===== config.mk =====
export PLATFORM = sky130hd
export DESIGN_NAME = bit_error_counter_masking
export DESIGN_NICKNAME = d
export VERILOG_FILES = /design/src/err_pkg.sv /design/src/word_mask_mem.sv /design/src/bit_error_counter_masking.sv
export SDC_FILE = /design/constraint.sdc
export NUM_CORES = 2
export LEC_CHECK = 0
export BUFFER_PORTS_ARGS = -buffer_cell sky130_fd_sc_hd__buf_2
export CAP_MARGIN = 20
export CELL_PAD_IN_SITES_DETAIL_PLACEMENT = 0
export CELL_PAD_IN_SITES_GLOBAL_PLACEMENT = 1
export CORE_AREA = 5 5 267 399
export CTS_CLUSTER_SIZE = 28
export DETAILED_ROUTE_END_ITERATION = 6
export DIE_AREA = 0 0 272 404
export PLACE_DENSITY = 0.84
export RECOVER_POWER = 50
export SYNTH_ARGS = -nofsm -noshare
export SYNTH_HDL_FRONTEND = slang
export SYNTH_SLANG_ARGS = --single-unit

===== constraint.sdc =====
create_clock -name clk_sys -period 46.2 [get_ports clk_sys]
set_clock_uncertainty 0.15 [all_clocks]
set_input_delay 9.24 -clock clk_sys [delete_from_list [all_inputs] [get_ports clk_sys]]
set_output_delay 9.24 -clock clk_sys [all_outputs]
set_load 0.01 [all_outputs]

===== src/err_pkg.sv =====
// package for the bit error counter with masking: constants, modes and carriers
// assumes a single 40 MHz system clock and synchronous pin inputs
package err_pkg;

  // system clock rate and interval times
  localparam int unsigned CLK_HZ = 40000000;
  localparam int unsigned T_1MS_US = 1000;
  localparam int unsigned CYC_PER_US = CLK_HZ / 1000000;
  localparam int unsigned CYC_1MS = T_1MS_US * CYC_PER_US;
  localparam int unsigned SEC_PER_MS = 1000;

  // phase offset limits, milli-UI
  localparam int PHASE_MIN_MUI = -1000;
  localparam int PHASE_MAX_MUI = 1000;
  localparam int PHASE_STEP_MUI = 2;
  localparam logic signed [11:0] PHASE_RESET = 12'sh000;

  // word mask segment width
  localparam int unsigned SEG_BITS = 32;

  // counter widths
  localparam int unsigned CNT_W = 32;

  typedef enum logic [0:0] {
    DET_INS_OMI,
    DET_TRANSITION
  } detect_mode_t;

  typedef enum logic [1:0] {
    IVL_1MS,
    IVL_10MS,
    IVL_100MS,
    IVL_1S
  } interval_sel_t;

  typedef enum logic [1:0] {
    PAT_PRBS,
    PAT_ZERO_SUB,
    PAT_DATA,
    PAT_MIXED
  } pattern_kind_t;

  // configuration written by the control side
  typedef struct packed {
    detect_mode_t detect;
    interval_sel_t interval;
    logic block_mask_en;
    logic word_mask_en;
    logic combined;
    pattern_kind_t pattern;
    logic capturing;
  } err_cfg_t;

  // one received bit with its expected value and mask settings
  typedef struct packed {
    logic valid;
    logic rx;
    logic expected;
    logic block_mask;
    logic first_of_word;
  } bit_in_t;

  // counters shown to the control side
  typedef struct packed {
    logic [CNT_W-1:0] total;
    logic [CNT_W-1:0] zero_to_one_error;
    logic [CNT_W-1:0] one_to_zero_error;
    logic [CNT_W-1:0] transition;
    logic [CNT_W-1:0] non_transition;
    logic [CNT_W-1:0] errored_interval_count;
    logic [CNT_W-1:0] error_free_interval;
  } err_counts_t;

endpackage


===== src/word_mask_mem.sv =====
// small memory holding one enable bit per 32-bit pattern word
// assumes the write port and read port share clk_sys; read data are registered
`timescale 1ns/1ps
module word_mask_mem
  import err_pkg::*;
#(
  parameter int unsigned DEPTH = 256,
  parameter int unsigned AW = 8
) (
  input wire logic clk_sys,
  input wire logic ce,
  input wire logic wr_en,
  input wire logic [AW-1:0] wr_addr,
  input wire logic wr_data,
  input wire logic [AW-1:0] rd_addr,
  output logic rd_data
);

  initial begin
    if (DEPTH > (1 << AW) || DEPTH < 1) begin
      $error("word_mask_mem: DEPTH does not fit AW");
    end
  end

  logic mem [DEPTH];

  // memory content is undefined until software loads it; no reset on the array
  always_ff @(posedge clk_sys) begin
    if (ce && wr_en) begin
      mem[wr_addr] <= wr_data;
    end
    if (ce) begin
      rd_data <= mem[rd_addr];
    end
  end

endmodule // word_mask_mem


===== src/bit_error_counter_masking.sv =====
// error detection core: compares received bits with the expected pattern,
// classifies and counts errors, measures error intervals, applies masks.
// assumes rx/expected arrive synchronous to clk_sys, one bit per valid cycle,
// and the control side holds configuration steady apart from its own writes.
//
// Functional notes
// - insertion mode: expected 0, received 1 counts as zero-to-one error
// - insertion mode: expected 1, received 0 counts as one-to-zero error
// - transition mode: errors counted apart on transition and non-transition bits
// - transition mode is refused while lanes are combined
// - interval periods 1, 10, 100 ms; counter counts errored periods
// - 1 s period: one count per second whose accumulated count is nonzero
// - block mask on: bits whose mask setting is one are excluded
// - block mask off: every bit is measured, bar those in a word segment the word mask disables
// - block mask cannot be configured with pseudo-random or mixed pattern
// - block mask configuration frozen once capture has begun; a write selecting prbs or mixed pattern still drops it
// - word mask on: each 32-bit segment enabled or disabled separately
// - phase offset accepted from -1000 to +1000 mUI in 2 mUI steps
// - phase held in mUI; femtoseconds derived from current bit rate
`timescale 1ns/1ps
module bit_error_counter_masking
  import err_pkg::*;
#(
  parameter int unsigned WORDS = 256,
  parameter int unsigned WAW = 8,
  parameter int unsigned CYC_PER_MS = CYC_1MS
) (
  input wire logic clk_sys,
  input wire logic rst_n,
  input wire logic ce,
  input wire err_cfg_t cfg_req,
  input wire logic cfg_wr,
  input wire bit_in_t bit_in,
  input wire logic wmask_wr,
  input wire logic [WAW-1:0] wmask_addr,
  input wire logic wmask_data,
  input wire logic signed [11:0] phase_req,
  input wire logic phase_wr,
  input wire logic [31:0] bit_period_fs,
  input wire logic clear_counts,
  output err_cfg_t cfg,
  output logic cfg_refused,
  output logic signed [11:0] phase_mui,
  output logic signed [31:0] phase_fs,
  output logic phase_refused,
  output err_counts_t counts,
  output logic error_seen
);

  initial begin
    if (WORDS > (1 << WAW) || CYC_PER_MS < 1) begin
      $error("bit_error_counter_masking: bad parameters");
    end
  end

  ////////////////////////////////////////////////////////////////////////////
  // configuration and phase

  err_cfg_t next_cfg;
  logic next_cfg_refused;
  logic signed [11:0] next_phase_mui;
  logic next_phase_refused;
  logic signed [31:0] next_phase_fs;

  // configuration writes: refused bits keep their old value
  always_comb begin
    next_cfg = cfg;
    next_cfg_refused = 1'b0;
    next_phase_mui = phase_mui;
    next_phase_refused = 1'b0;
    if (cfg_wr) begin
      next_cfg = cfg_req;
      if (cfg_req.combined && cfg_req.detect == DET_TRANSITION) begin
        next_cfg.detect = cfg.detect;
        next_cfg_refused = 1'b1;
      end
      if (cfg_req.block_mask_en != cfg.block_mask_en
          && (cfg_req.pattern == PAT_PRBS || cfg_req.pattern == PAT_MIXED)) begin
        next_cfg.block_mask_en = cfg.block_mask_en;
        next_cfg_refused = 1'b1;
      end
      if (cfg_req.block_mask_en != cfg.block_mask_en && cfg.capturing) begin
        next_cfg.block_mask_en = cfg.block_mask_en;
        next_cfg_refused = 1'b1;
      end
    end
    // mask dropped when pattern forbids it
    if (next_cfg.pattern == PAT_PRBS || next_cfg.pattern == PAT_MIXED) begin
      next_cfg.block_mask_en = 1'b0;
    end
    if (phase_wr) begin
      if (phase_req < 12'(PHASE_MIN_MUI) || phase_req > 12'(PHASE_MAX_MUI)
          || phase_req[0] != 1'b0) begin
        next_phase_refused = 1'b1;
      end else begin
        next_phase_mui = phase_req;
      end
    end
    // femtoseconds follow bit rate (femtoseconds = mUI * period / 1000)
    next_phase_fs = 32'(($signed({1'b0, bit_period_fs}) * 44'(phase_mui)) / 1000);
  end

  always_ff @(posedge clk_sys or negedge rst_n) begin
    if (!rst_n) begin
      cfg <= '0;
      cfg_refused <= 1'b0;
      phase_mui <= PHASE_RESET;
      phase_refused <= 1'b0;
      phase_fs <= 32'sh0;
    end else if (ce) begin
      cfg <= next_cfg;
      cfg_refused <= next_cfg_refused;
      phase_mui <= next_phase_mui;
      phase_refused <= next_phase_refused;
      phase_fs <= next_phase_fs;
    end
  end

  ////////////////////////////////////////////////////////////////////////////
  // word mask memory and word position

  logic [WAW-1:0] word_idx;
  logic [WAW-1:0] next_word_idx;
  logic [WAW-1:0] fetch_idx;
  logic word_en;
  logic cur_word_en;
  logic next_cur_word_en;
  logic word_open;
  logic mem_wr;

  // index of the word that follows idx, wrapping after the last word
  function automatic logic [WAW-1:0] word_after(input logic [WAW-1:0] idx);
    word_after = (idx == WAW'(WORDS - 1)) ? '0 : WAW'(idx + 1'b1);
  endfunction

  // mask memory also frozen during capture
  assign mem_wr = wmask_wr && !cfg.capturing;

  word_mask_mem #(.DEPTH(WORDS), .AW(WAW)) u_mem (
    .clk_sys(clk_sys),
    .ce(ce),
    .wr_en(mem_wr),
    .wr_addr(wmask_addr),
    .wr_data(wmask_data),
    .rd_addr(fetch_idx),
    .rd_data(word_en)
  );

  // the memory always prefetches the word after the current one, because its
  // read data arrive a cycle late; the first bit of a word uses that prefetch
  always_comb begin
    next_word_idx = word_idx;
    next_cur_word_en = cur_word_en;
    word_open = cur_word_en;
    if (bit_in.valid && bit_in.first_of_word) begin
      next_word_idx = word_after(word_idx);
      word_open = word_en;
      next_cur_word_en = word_en;
    end
    fetch_idx = word_after(next_word_idx);
  end

  ////////////////////////////////////////////////////////////////////////////
  // compare and classify

  logic prev_exp;
  logic next_prev_exp;
  logic mism;
  logic measured;
  err_counts_t next_counts;
  logic next_error_seen;

  function automatic logic [CNT_W-1:0] inc(input logic [CNT_W-1:0] v, input logic en);
    inc = (en && v != '1) ? CNT_W'(v + 1'b1) : v;
  endfunction

  // interval length in ms for each period choice
  function automatic logic [9:0] ivl_len(input interval_sel_t s);
    case (s)
      IVL_1MS: ivl_len = 10'h001;
      IVL_10MS: ivl_len = 10'h00A;
      IVL_100MS: ivl_len = 10'h064;
      IVL_1S: ivl_len = 10'(SEC_PER_MS);
      default: ivl_len = 10'h001;
    endcase
  endfunction

  // interval timing
  logic [CNT_W-1:0] ms_cyc, next_ms_cyc;
  logic [9:0] ms_in_ivl, next_ms_in_ivl;
  logic ivl_err, next_ivl_err;

  always_comb begin
    next_prev_exp = bit_in.valid ? bit_in.expected : prev_exp;
    mism = bit_in.valid && (bit_in.rx != bit_in.expected);
    measured = mism && !(cfg.block_mask_en && bit_in.block_mask)
               && !(cfg.word_mask_en && !word_open);
    next_counts = counts;
    next_error_seen = measured;
    next_counts.total = inc(counts.total, measured);
    if (cfg.detect == DET_INS_OMI) begin
      next_counts.zero_to_one_error = inc(counts.zero_to_one_error,
                                          measured && !bit_in.expected);
      next_counts.one_to_zero_error = inc(counts.one_to_zero_error,
                                          measured && bit_in.expected);
    end else begin
      next_counts.transition = inc(counts.transition,
                                   measured && (bit_in.expected != prev_exp));
      next_counts.non_transition = inc(counts.non_transition,
                                       measured && (bit_in.expected == prev_exp));
    end
    // interval machinery: 1 ms tick, then period length in ms
    next_ms_cyc = ms_cyc;
    next_ms_in_ivl = ms_in_ivl;
    next_ivl_err = ivl_err || measured;
    if (ms_cyc == CNT_W'(CYC_PER_MS - 1)) begin
      next_ms_cyc = '0;
      if (ms_in_ivl == ivl_len(cfg.interval)) begin
        next_ms_in_ivl = 10'h001;
        // errored or error free; an error in the last cycle still counts
        next_counts.errored_interval_count = inc(counts.errored_interval_count,
                                                 ivl_err || measured);
        next_counts.error_free_interval = inc(counts.error_free_interval,
                                              !(ivl_err || measured));
        next_ivl_err = 1'b0;
      end else begin
        next_ms_in_ivl = 10'(ms_in_ivl + 1'b1);
      end
    end else begin
      next_ms_cyc = CNT_W'(ms_cyc + 1'b1);
    end
    if (clear_counts) begin
      next_counts = '0;
      next_ms_cyc = '0;
      next_ms_in_ivl = 10'h001;
      next_ivl_err = 1'b0;
    end
  end

  // counters saturate rather than wrap, so a long run never reads as clean
  always_ff @(posedge clk_sys or negedge rst_n) begin
    if (!rst_n) begin
      counts <= '0;
      error_seen <= 1'b0;
      prev_exp <= 1'b0;
      word_idx <= '0;
      cur_word_en <= 1'b0;
      ms_cyc <= '0;
      ms_in_ivl <= 10'h001;
      ivl_err <= 1'b0;
    end else if (ce) begin
      counts <= next_counts;
      error_seen <= next_error_seen;
      prev_exp <= next_prev_exp;
      word_idx <= next_word_idx;
      cur_word_en <= next_cur_word_en;
      ms_cyc <= next_ms_cyc;
      ms_in_ivl <= next_ms_in_ivl;
      ivl_err <= next_ivl_err;
    end
  end

endmodule // bit_error_counter_masking


[Yosys cells after proc, flatten, opt, wreduce, memory -nomap -nowiden]
Memories as Yosys holds them, arrays and structs flattened. A register that Yosys moved wholly into a read port is not among the register bits.
Cells that the tools add are included.
Operators by class
  add/subtract/negate cells: 11
  multipliers: 1
  div/mod/pow operators: 1
  order comparisons: 2
  eq/ne operators: 23
  mux-type cells: 38
  bitwise gates (word level): 2
  reductions and logical operators: 60
Operator list (count)
  $mux 32: 9
  $add 32x1->32 const B: 8
  $mux 64: 4
  $mux 224: 1
  $ne 32x32->1 const B: 7
  $div 44x11->44 const B: 1
  $mul 33x12->44: 1
  $mux 10: 4
  $pmux 10 s4: 1
  $eq 32x16->1 const B: 1
  $mux 8: 3
  $logic_and 1x1->1: 22
  $reduce_bool 2->1: 11
  $reduce_and 3->1: 6
  $add 8x1->8 const B: 2
  $eq 8x8->1 const B: 2
  $mux 1: 15
  $gt 12x11->1 const B: 1
  $lt 12x11->1 const B: 1
  $reduce_and 4->1: 3
  $add 10x1->10 const B: 1
  $eq 10x10->1: 1
  $eq 2x2->1 const B: 4
  $reduce_and 2->1: 4
  10 further kinds: 25
Storage, ports and cells
  register bits: 333
  memory bits (writable): 256
  input port bits: 74
  output and inout bits: 280
  logic and storage cells: 164
  memories: 1
Memory list
  u_mem.mem: words 256, bits a word 1, read ports 1, clocked after memory_dff 1, wr ports 1, RTL line word_mask_mem.sv:25  | logic mem [DEPTH];

[Longest topological paths before layout]
  word-level depth: 13
  gate-level depth with buffers: 130
  gate-level depth less buffers: 108

[Hierarchy]
Synthesis repeated with hierarchy kept, for this count alone.
Second synthesis, totals
  cell total of the unflattened synthesis: 5842
  area, all modules: 53926.7 um^2
By module, submodules not included
  bit_error_counter_masking: instances 1, cells an instance 5027, area an instance 42565.8 um^2, sequential area each 8334.2 um^2
  word_mask_mem: instances 1, cells an instance 815, area an instance 11360.9 um^2, sequential area each 7717.4 um^2

[Worst setup path before layout]
No wires, ideal clock.
  kind: input port to flip-flop
  from: in bit_period_fs[5]
  to: reg phase_fs[20]
  setup time: 125 ps
  arrival time: 38898 ps
  required time: 45925 ps
  path slack: 7028 ps
  stages: 111
  buffers on the path: 6
  cell sequence: clkbuf_1 -> nand2_1 -> fa_1 -> fa_1 -> fa_1 -> inv_1 -> fa_1 -> inv_1 -> fa_1 -> inv_1 -> ha_1 -> o211ai_2 -> nor4_1 -> a211oi_1 -> o31a_2 -> xnor2_2 -> a311oi_2 -> or3b_1 -> [... 75 more ...] -> o21ai_2 -> nand3_2 -> a2111oi_4 -> a211oi_1 -> a2111oi_2 -> xnor2_1 -> a41oi_2 -> o31a_1 -> and3_4 -> o221ai_2 -> buf_8 -> a31o_1 -> ha_1 -> nand3_1 -> nor3_1 -> a41oi_1 -> xnor2_1 -> mux2_2
Between the ends
  longest elaborated chain between the ends: 2
Ends and longest elaborated chain
  start, declared: RTL line bit_error_counter_masking.sv:39  | input wire logic [31:0] bit_period_fs,
  $mul 33x12->44: RTL line bit_error_counter_masking.sv:100  | next_phase_fs = 32'(($signed({1'b0, bit_period_fs}) * 44'(phase_mui)) / 1000);
  $div 44x11->44: RTL line bit_error_counter_masking.sv:100
  end signal, assigned: RTL line bit_error_counter_masking.sv:115  | phase_fs <= next_phase_fs;
  end, declared: RTL line bit_error_counter_masking.sv:44  | output logic signed [31:0] phase_fs,
No other way between the ends.
A chain may end at the register's enable or synchronous reset.

[Worst setup path in the final report]
  from: in bit_period_fs[10]
  to: reg phase_fs[20]
The elaborated chain is that of the path after synthesis.

==> summary.txt <==
Clocking
  • Num Clock Sinks: 590
  • H-tree levels: 3
  • CTS max path bufs: 3
  • Clock slew at reported path FFs: 50 ps
  • CTS tree: done
  • Root buffer cell: clkbuf_16
  • Worst skew pair latency: 620 ps
  • CTS Buf Count: between 60 and 70
  • Setup Fix Bufs, Post-CTS: 0

Global routing
  • GRT overflow: 0
  • All-Layer GR Usage: 0.2714
  • Vias in the first global route: approximately 44000
  • Largest net degree at the start of global routing: 149
  • Initial antenna violation count: 9
  • Global-route wire length before repair: between 200 and 250 mm

Logic synthesis
  • Sequential area share after synthesis: 0.3032
  • Post-Synth Simple-Gate Area: 0.2171
  • Post-Syn Nets: 6319
  • Synth Area in Compound Gates: 0.1687
  • Yosys reg bits: 590
  • Yosys warning total: 0
  • Number of synthesized flops with an enable pin: 257
  • Syn Std Cell Area: approximately 0.053 mm^2
  • Synth unique cells: 191
  • Primary FF master, synth: dfrtp_1
  • Mean area per synthesized cell: 9.098 um^2
  • Mux share of post-synthesis cell area: 0.03431
  • Largest family of logic cells by synthesized area: simple AND/OR/NAND/NOR gates
  • Synth async-reset ratio: 0.5644
  • Synth Area in Adders: 0.1451
  • Synth Instances: between 5000 and 6000
  • Xor/xnor share of the synthesized area: 0.07210

Layout
  • Final Util: 0.5571
  • Layout fillers: between 9000 and 10000
  • Ratio of cells with drive above 1 in the final layout: 0.1125
  • Area grow syn2layout: 7.884%
  • Post-route cell area: 0.05712 mm^2
  • Layout net count: 6507
  • Most common cell after layout, fill and taps aside: nor2_1
  • Seq. cell area: 0.01605 mm^2
  • Multi-input gate area: 0.03395 mm^2
  • Commonest cells after routing, fill and taps aside: nor2_1, nand2_1, inv_1

Route
  • Initial DRC Count: 3200
  • Drt via density: slightly above 6
  • Final wirelength: about 160 mm
  • Drt wl/cell: ~21 um
  • Pre-antenna DRT Iters: 6
  • Post-route ant nets: 0
  • Vias: ~45000
  • DRC viols: 0

Floorplanning
  • Num rows: 144
  • Die width: 272 um
  • Initial cell density of the core: 0.5164
  • Core Box Area: 0.1025 mm^2
  • IO Pins: 354
  • Chip height: roughly 400 um
  • Die area: 0.1099 mm^2

Placement
  • Dpl cell area: 0.05525 mm^2
  • Routability Congestion: 0.9316
  • DP HPWL: 114.5 mm
  • Port bufs: 353

Critical path
  • Most used cell, CP: fa_1
  • Crit path from: bit_period_fs[10]
  • Crit path kind: primary input to register
  • Startpoint Class: primary input
  • Slowest CP cell: a2111oi_1
  • CP max FO: 16
  • Crit path DAT: about 44000 ps
  • Crit-path max cell delay: approximately 640 ps
  • Worst setup EP type: register
  • Worst endpoint required time: 46540 ps
  • Worst r2r src: phase_mui[11]$_DFFE_PN0P_

Timing
  • Slew margin rel.: -4.127
  • Final Hold Violating Endpoints: 0
  • FMAX: about 23 MHz
  • Final slew viol count: between 400 and 500
  • Final Cycle Share: 0.9519
  • Final Setup Violations: 0
  • Slew @ Worst Pin: 7690 ps
  • Post-layout min period: roughly 44000 ps

Outcome
  • Status: finished with violations
  • Failing checks: max-capacitance violations, max-slew violations

Hold path
  • HP Class: register to register
  • Worst hold start: phase_refused$_DFFE_PN0P_

Run
  • Total of max-cap violations: 5
## state kept, by name (all words and copies together), names as in the netlist, 8 cells and up
register	count
u_mem.mem	256
phase_mui	12
phase_fs	32
counts	224
ms_cyc	32
cfg	9
ms_in_ivl	10
word_idx	8
## cells in the mapped netlist, drive strengths merged (57+ instances only)
cell | count | share of area
nor3 | 96 | 0.010
nand2 | 720 | 0.051
clkbuf | 221 | 0.019
and2 | 161 | 0.020
inv | 397 | 0.028
and3 | 70 | 0.0087
mux2 | 80 | 0.017
edfxtp | 257 | 0.15
o21ai | 251 | 0.025
or3 | 100 | 0.012
dfrtp | 332 | 0.16
xnor2 | 197 | 0.034
fa | 301 | 0.11
a211oi | 91 | 0.015
ha | 125 | 0.030
nor2 | 745 | 0.053
a31oi | 79 | 0.011
o211ai | 57 | 0.0095
buf | 58 | 0.010
nand4 | 79 | 0.0097
a21oi | 224 | 0.023
nand3 | 172 | 0.017
mux2i | 57 | 0.012
xor2 | 223 | 0.038
## logic make-up (layout without fill, tap and decap cells)
| group | Yosys count | after routing |
|---|---|---|
| simple gates | 2384 | 2384 |
| compound gates | 1152 | 1152 |
| buf+inv | 689 | 923 |
| flops | 590 | 590 |
| fa+ha+maj | 435 | 435 |
| xor+xnor | 420 | 420 |
| mux | 149 | 149 |
| other cells | 0 | 8 |
## worst max-delay path, delay by kind of cell
| kind | cells | cell delay, ps |
|---|---|---|
| adders and majority gates | 7 | 3250 |
| AOI/OAI and AO/OA | 55 | 18110 |
| and+or+nand+nor | 27 | 8260 |
| muxes | 7 | 2740 |
| buffers and inverters | 6 | 950 |
| xor gates and xnor gates | 6 | 1680 |
## per-layer routing
layer,GRT usage,part of all wire,vias to the layer above
li1,-,-,20730
met1,0.3319,0.40,22150
met2,0.4888,0.51,1350
met3,0.03606,0.052,311
met4,0.1021,0.041,4
met5,0,0.00017,-
## final cells by class
type                       instances  area share
clock buffer                      78     0.03095
sequential                       590      0.2810
clock inverter                    37    0.005915
antenna                            8   0.0003505
inverter                         400     0.02653
tap                             1314     0.02878
timing repair buffer             408     0.03214
multi-input combinational       4540      0.5943
## through the flow
stage	hold slack (ps)	worst slack, ps	std cells	TNS (ps)
2_1_floorplan	301.9	7028	5819	0
3_3_place_gp	310.1	2147	7249	0
3_5_place_dp	321.2	1300	7249	0
4_1_cts	337.7	1890	7364	0
5_1_grt	358.5	-20.53	7370	-39.95
6_report	339.2	2224	7375	0
## worst paths after layout
check	to	slack, ps	cells past startpoint
min in group asynchronous	counts[67]$_DFFE_PN0P_	10840	1
hold reg to reg	phase_refused$_DFFE_PN0P_	340	1
max in group asynchronous	phase_fs[31]$_DFFE_PN0P_	25250	2
setup reg to reg	phase_fs[20]$_DFFE_PN0P_	9590	108
hold / removal	phase_refused$_DFFE_PN0P_	340	1
setup / recovery	phase_fs[20]$_DFFE_PN0P_	2220	108
## repair_timing
action,CTS,global route
setup endpoints to repair,0,15
resized for setup,0,15
hold buffers,0,0
Power is not shown: default switching activity piles up to over one toggle a cycle in this logic, so the estimate is an artifact.
